--- src/hw/ppg_cfg.svh ---
// Constants for the peripheral power gate block.
// Assumes inclusion by the package and the design modules only.
`ifndef PPG_CFG_SVH
`define PPG_CFG_SVH
`define PPG_NUM_MODULES 8
`define PPG_DATA_W 8
`define PPG_ADDR_W 4
`define PPG_CTRL_RESET 8'h00
`define PPG_READ_ZERO 8'h00
`define PPG_SYSCLK_BIT 0
// One instruction cycle of the core, counted in system clocks
`define PPG_SETTLE_CYCLES 4
`endif

--- src/hw/ppg_pkg.sv ---
// Types for the peripheral power gate block.
// Assumes ppg_cfg.svh is on the include path.
`include "ppg_cfg.svh"
package ppg_pkg;
  typedef enum logic [1:0] {
    PPG_ON = 2'b00,
    PPG_OFF = 2'b01,
    PPG_SETTLE = 2'b10
  } ppg_state_t;
endpackage

--- src/hw/ppg_slot.sv ---
// One gated module slot: reset hold, clock enable, bus and output masking.
// Assumes the disable level arrives registered from the top module.
`timescale 1ns/1ns
`include "ppg_cfg.svh"
module ppg_slot
  import ppg_pkg::*;
#(
  parameter int DATA_W = `PPG_DATA_W,
  parameter int SETTLE = `PPG_SETTLE_CYCLES
) (
  input wire logic clk,
  input wire logic arst_n,
  input wire logic disable_in,
  input wire logic sys_gate_off,
  input wire logic uses_sysclk,
  input wire logic wr_req,
  input wire logic [DATA_W-1:0] rd_from_mod,
  input wire logic dout_from_mod,
  input wire logic aout_from_mod,
  output logic clk_en_r,
  output logic mod_rst_n_r,
  output logic wr_pass_r,
  output logic [DATA_W-1:0] rd_data_r,
  output logic dout_r,
  output logic aout_en_r,
  output logic active_r
);
  ppg_state_t state_r;
  logic [3:0] cnt_r;

  // Settle phase keeps active_r low after release from reset; bus and outputs are not masked
  always_ff @(posedge clk or negedge arst_n) begin
    if (!arst_n) begin
      state_r <= PPG_ON;
      cnt_r <= 4'h0;
    end else begin
      unique case (state_r)
        PPG_ON: begin
          if (disable_in) begin
            state_r <= PPG_OFF;
          end
        end
        PPG_OFF: begin
          if (!disable_in) begin
            state_r <= PPG_SETTLE;
            cnt_r <= 4'h0;
          end
        end
        PPG_SETTLE: begin
          if (disable_in) begin
            state_r <= PPG_OFF;
          end else if (cnt_r == 4'(SETTLE - 1)) begin
            state_r <= PPG_ON;
          end else begin
            cnt_r <= cnt_r + 4'h1;
          end
        end
        default: state_r <= PPG_OFF;
      endcase
    end
  end

  always_ff @(posedge clk or negedge arst_n) begin
    if (!arst_n) begin
      clk_en_r <= 1'b1;
      mod_rst_n_r <= 1'b1;
      active_r <= 1'b1;
    end else begin
      // Clock gate enable is a registered level, so an ICG stays glitch-free
      clk_en_r <= !disable_in && !(sys_gate_off && uses_sysclk);
      mod_rst_n_r <= !disable_in;
      active_r <= !disable_in && (state_r == PPG_ON);
    end
  end

  always_ff @(posedge clk or negedge arst_n) begin
    if (!arst_n) begin
      wr_pass_r <= 1'b0;
      rd_data_r <= DATA_W'(`PPG_READ_ZERO);
      dout_r <= 1'b0;
      aout_en_r <= 1'b0;
    end else begin
      wr_pass_r <= wr_req && !disable_in;
      rd_data_r <= disable_in ? DATA_W'(`PPG_READ_ZERO) : rd_from_mod;
      dout_r <= !disable_in && dout_from_mod;
      aout_en_r <= !disable_in && aout_from_mod;
    end
  end

  rst_hold_a: assert property (@(posedge clk) disable iff (!arst_n)
    disable_in |=> !mod_rst_n_r && !clk_en_r)
    else $error("module not held in reset while disabled");
  out_mask_a: assert property (@(posedge clk) disable iff (!arst_n)
    disable_in |=> (rd_data_r == '0) && !dout_r && !aout_en_r && !wr_pass_r)
    else $error("disabled module leaks data");
  settle_time_a: assert property (@(posedge clk) disable iff (!arst_n)
    $fell(disable_in) ##1 !disable_in [*4] |-> !active_r)
    else $error("module active before settle");
  settle_end_a: assert property (@(posedge clk) disable iff (!arst_n)
    $fell(disable_in) ##0 !disable_in [*7] |-> active_r)
    else $error("module not active after settle");
  off_cov: cover property (@(posedge clk) disable iff (!arst_n) $rose(disable_in));
  back_cov: cover property (@(posedge clk) disable iff (!arst_n) $rose(active_r));
endmodule

--- src/hw/ppg_top.sv ---
// Peripheral power gate: per-module disable levels driving gated slots.
// Assumes the core presents write strobes synchronous to clk.
`timescale 1ns/1ns
`include "ppg_cfg.svh"
module ppg_top
  import ppg_pkg::*;
#(
  parameter int NUM = `PPG_NUM_MODULES,
  parameter int DATA_W = `PPG_DATA_W,
  parameter int SETTLE = `PPG_SETTLE_CYCLES
) (
  input wire logic clk,
  input wire logic arst_n,
  input wire logic ctrl_wr,
  input wire logic [NUM-1:0] ctrl_wdata,
  input wire logic sys_gate_wr,
  input wire logic sys_gate_wdata,
  input wire logic [NUM-1:0] uses_sysclk,
  input wire logic [NUM-1:0] wr_req,
  input wire logic [NUM*DATA_W-1:0] rd_from_mod,
  input wire logic [NUM-1:0] dout_from_mod,
  input wire logic [NUM-1:0] aout_from_mod,
  output logic [NUM-1:0] peripheral_power_gate_r,
  output logic system_clock_gate_off_r,
  output logic [NUM-1:0] clk_en_r,
  output logic [NUM-1:0] mod_rst_n_r,
  output logic [NUM-1:0] wr_pass_r,
  output logic [NUM*DATA_W-1:0] rd_data_r,
  output logic [NUM-1:0] dout_r,
  output logic [NUM-1:0] aout_en_r,
  output logic [NUM-1:0] active_r
);
  // Disable levels; the readback outputs are these very flops
  always_ff @(posedge clk or negedge arst_n) begin
    if (!arst_n) begin
      peripheral_power_gate_r <= NUM'(`PPG_CTRL_RESET);
    end else if (ctrl_wr) begin
      peripheral_power_gate_r <= ctrl_wdata;
    end
  end

  always_ff @(posedge clk or negedge arst_n) begin
    if (!arst_n) begin
      system_clock_gate_off_r <= 1'b0;
    end else if (sys_gate_wr) begin
      system_clock_gate_off_r <= sys_gate_wdata;
    end
  end

  // Software is trusted to leave a slot alone while active_r is low
  genvar g;
  generate
    for (g = 0; g < NUM; g++) begin : g_slot
      ppg_slot #(.DATA_W(DATA_W), .SETTLE(SETTLE)) u_slot (
        .clk(clk),
        .arst_n(arst_n),
        .disable_in(peripheral_power_gate_r[g]),
        .sys_gate_off(system_clock_gate_off_r),
        .uses_sysclk(uses_sysclk[g]),
        .wr_req(wr_req[g]),
        .rd_from_mod(rd_from_mod[g*DATA_W +: DATA_W]),
        .dout_from_mod(dout_from_mod[g]),
        .aout_from_mod(aout_from_mod[g]),
        .clk_en_r(clk_en_r[g]),
        .mod_rst_n_r(mod_rst_n_r[g]),
        .wr_pass_r(wr_pass_r[g]),
        .rd_data_r(rd_data_r[g*DATA_W +: DATA_W]),
        .dout_r(dout_r[g]),
        .aout_en_r(aout_en_r[g]),
        .active_r(active_r[g])
      );
    end
  endgenerate

  ctrl_write_a: assert property (@(posedge clk) disable iff (!arst_n)
    ctrl_wr |=> peripheral_power_gate_r == $past(ctrl_wdata))
    else $error("disable control not written");
  ctrl_hold_a: assert property (@(posedge clk) disable iff (!arst_n)
    !ctrl_wr |=> $stable(peripheral_power_gate_r))
    else $error("disable control changed without write");
  sysclk_gate_a: assert property (@(posedge clk) disable iff (!arst_n)
    (system_clock_gate_off_r && uses_sysclk[0]) |=> !clk_en_r[0])
    else $error("sysclk user still clocked");
  gate_timing_a: assert property (@(posedge clk) disable iff (!arst_n)
    (ctrl_wr && ctrl_wdata[0] && !system_clock_gate_off_r) ##1 1'b1
      |=> !clk_en_r[0])
    else $error("gate late after write");
  sys_cov: cover property (@(posedge clk) disable iff (!arst_n)
    $rose(system_clock_gate_off_r));
  all_off_cov: cover property (@(posedge clk) disable iff (!arst_n)
    &peripheral_power_gate_r);
endmodule

--- config.mk ---
export PLATFORM = sky130hd
export DESIGN_NAME = ppg_top
export DESIGN_NICKNAME = d
export VERILOG_FILES = /design/src/hw/ppg_pkg.sv /design/src/hw/ppg_slot.sv /design/src/hw/ppg_top.sv
export VERILOG_INCLUDE_DIRS = /design/src /design/src/hw
export SDC_FILE = /design/constraint.sdc
export NUM_CORES = 1
export LEC_CHECK = 0
export BUFFER_PORTS_ARGS = -buffer_cell sky130_fd_sc_hd__buf_4
export CAP_MARGIN = 40
export CORE_UTILIZATION = 35
export CTS_BUF_LIST = sky130_fd_sc_hd__clkbuf_8 sky130_fd_sc_hd__clkbuf_16
export CTS_CLUSTER_DIAMETER = 150
export DETAILED_ROUTE_END_ITERATION = 8
export GPL_ROUTABILITY_DRIVEN = 0
export SLEW_MARGIN = 20
export SYNTH_ARGS = -nofsm -noshare
export SYNTH_HDL_FRONTEND = slang
export SYNTH_SLANG_ARGS = --single-unit
--- constraint.sdc ---
create_clock -name clk -period 1.89 [get_ports clk]
set_clock_uncertainty 0.15 [all_clocks]
set_input_delay 0.2835 -clock clk [delete_from_list [all_inputs] [get_ports clk]]
set_output_delay 0.2835 -clock clk [all_outputs]
set_load 0.02 [all_outputs]
==> out/metrics.yaml <==
start_util_pct: 36.1
syn_nets: 745
clk_latency_ns: 0.42
min_period_ns: 1.75
drt-initial-drc-count: 307
vias_per_cell: 4.56
drv_slew: 0
irDropWorstVdd_mv: 0.599
critPathCaptureType: "output pin"
setup_violations: 0
power.total_mw: 9.75
grt_pass1_vias: 5363
cts.path.max_buffers: 2
die_w_um: 144
cts_buffers: 17
syn_inst: 628
fin_cells: 1186
track_usage_pct: 16.8
hold_viol: 0
synth.avg_cell_area_um2: 11.3
fillers: 1717
drtPass1Iterations: 7
path_cells: "buf_4"
pwr-share-comb_pct: 19.9
reg_top3: "g_slot.u_slot.rd_data_r x64, g_slot.u_slot.cnt_r x32, g_slot.u_slot.state_r x16"
die-area_um2: 20900
syn_area_um2: 7100
fin_crit_sh_pct: 92.8
drtAntennaViolNets: 0
post-place-cells: 1046
totalWireLength_um: 17200
area_growth_pct: 45.2
grt_overflow_total: 0
die_h_um: 144
largest_reg_flops: 64
cp.arrival_ns: 1.32
clock-sinks: 169
p_switching_mw: 2.95
largest-register: "g_slot.u_slot.rd_data_r"
route.vias.total: 5405
io_buffers: 229
power_density_nw_per_um2: 946
ys_seq_area_share_pct: 60.0
synthMuxAreaShare_pct: 0.159
cp_slowest_cell: "dfrtp_1"
hold_class: "primary input to register"
final_nets: 1024
root_buffer: "clkbuf_16"
yosys.area_share.adder_pct: 1.41
num_io_pins: 230
p_leak_nw: 4.93
cp.required_ns: 1.46
yosysWarnings: 0
critical_path.top_delay_family: "flip-flops"
switching_share_pct: 30.2
yosys.area.top_type: "dfrtp_1"
antenna_found_initial: 1
num_rows: 51
path_class: "register to output pin"
outcome: "complete, no violations"
synth_compound_area_share_pct: 6.35
synth.area.top_cells: "dfrtp_1, dfstp_2, nor2b_1"
rsz0062_at_grt: "false"
synth_cell_types: 28
drive_gt1_share_pct: 34.1
yosysTopAreaCellShare_pct: 51.1
synth_top_family_by_area: "simple AND/OR/NAND/NOR gates"
pwr-share-clk_pct: 32.3
grt_max_degree: 64
route.detailed.drc: 0
synth_xor_xnor_area_share_pct: 0
synth_seq_cells: 169
max_freq_mhz: 570
yosys.area_share.simple_pct: 23.3
avgRoutedWirePerCell_um: 14.5
maxCapViolCount: 0
setup_tns_ns: 0
critPathMaxStageDelay_ns: 0.67
cts_setup_buffers: 0
p_int_mw: 6.80
critPathMaxFanout: 7
multi_input_area_um2: 2220
seqCellArea_um2: 4260
startpoint_type: "register"
path_clk_slew_ns: 0.07
max-slew-margin-rel_pct: 65.5
htreeDepth: 4
cts_tree: "built"
grt_pass1_wl_um: 26900
pwr-share-seq_pct: 47.9
place_hpwl_um: 10500
tightest_slew_ns: 0.517
critPathBufInv: 1
core_um2: 19700
per-layer routing:
layer / wire length [µm] / vias up / GRT usage, %
li1: - / 2652 / -
met1: 7520 / 2546 / 21.4
met2: 8340 / 193 / 26.9
met3: 1150 / 14 / 5.26
met4: 176 / 0 / 5.32
met5: 0 / - / 0
layout make-up:
cell class / instances / area share (%)
clock buffer: 17 / 4.13
inverter: 8 / 0.291
antenna: 1 / 0.0243
clock inverter: 15 / 0.971
timing repair buffer: 350 / 28.5
tap: 265 / 3.22
sequential: 169 / 41.3
multi-input combinational: 361 / 21.5
cells in the mapped netlist:
cell type and number:
dfrtp_1 145, nor2b_1 89, nand3_1 64, buf_4 57, o21ai_0 40, a21oi_1 24
dfstp_2 24, nand2_1 24, clkbuf_2 16, nand4_1 16, nand4b_1 16, buf_2 15
a41oi_1 8, ha_1 8, inv_1 8, nand2b_1 8, nand3b_1 8, nor2_1 8
nor3_1 8, nor4b_1 8, o21bai_1 8, or3b_4 8, and2b_1 6, and3_1 4
and3_2 4, clkbuf_1 2, and2b_2 1, mux2_2 1
power by group through the flow:
stage | Clock [mW] | Combinational (mW) | Sequential (mW)
final | 3.14 | 1.94 | 4.67
after global routing | 3.40 | 2.15 | 4.76
after floorplan | 0 | 1.22 | 4.58
after CTS | 3.27 | 1.95 | 4.66
after detailed placement | 0 | 1.76 | 4.72
after global placement | 0 | 1.75 | 4.70
cell families after synthesis:
| group | Yosys count |
|---|---|
| simple gates | 272 |
| flops | 169 |
| buf+inv | 98 |
| compound gates | 80 |
| fa+ha+maj | 8 |
| mux | 1 |
through the flow:
step / hold slack [ns] / area (µm²) / utilization, % / setup slack (ns)
after floorplan: -0.162 / 7100 / - / 0.517
after global placement: 0.0309 / 8700 / 44.3 / 0.430
after detailed placement: 0.0349 / 8700 / 44.3 / 0.409
after CTS: 0.0802 / 10300 / 52.4 / 0.0105
after global routing: 0.0905 / 10300 / 52.4 / 0.0614
final: 0.0983 / 10300 / 52.4 / 0.137
cells in the final DEF (no fill, tap or decap), drive strengths merged:
cell	netlist	routed
a21oi	24	24
a41oi	8	8
and2b	7	7
and3	8	8
buf	72	243
clkbuf	18	17
clkinv	0	7
clkinvlp	0	4
dfrtp	145	145
dfstp	24	24
diode	0	1
dlygate4sd3	0	107
ha	8	8
inv	8	12
mux2	1	1
nand2	24	24
nand2b	8	8
nand3	64	64
nand3b	8	8
nand4	16	16
nand4b	16	16
nor2	8	8
nor2b	89	89
nor3	8	8
nor4b	8	8
o21ai	40	40
o21bai	8	8
or3b	8	8
timing repair:
item                                   4_1_cts  5_1_grt
hold buffers                               107        0
endpoints found under the hold margin      252        0
gates resized for setup                      0        1
setup endpoints to repair                    0        1
worst paths after layout:
kind,start,to,slack (ns),depth (start not counted)
worst max-delay path,system_clock_gate_off_r,system_clock_gate_off_r,0.14,1
worst min-delay path,ctrl_wr,peripheral_power_gate_r[3],0.1,3
worst max register to register,system_clock_gate_off_r,system_clock_gate_off_r,0.15,2
worst min register to register,peripheral_power_gate_r[1],g_slot[1].u_slot.state_r[1],0.43,1
max in group asynchronous,arst_n,g_slot[6].u_slot.mod_rst_n_r,0.76,3
min in group asynchronous,arst_n,g_slot[4].u_slot.rd_data_r[2],0.14,2
(Power assumes the default switching activity.)
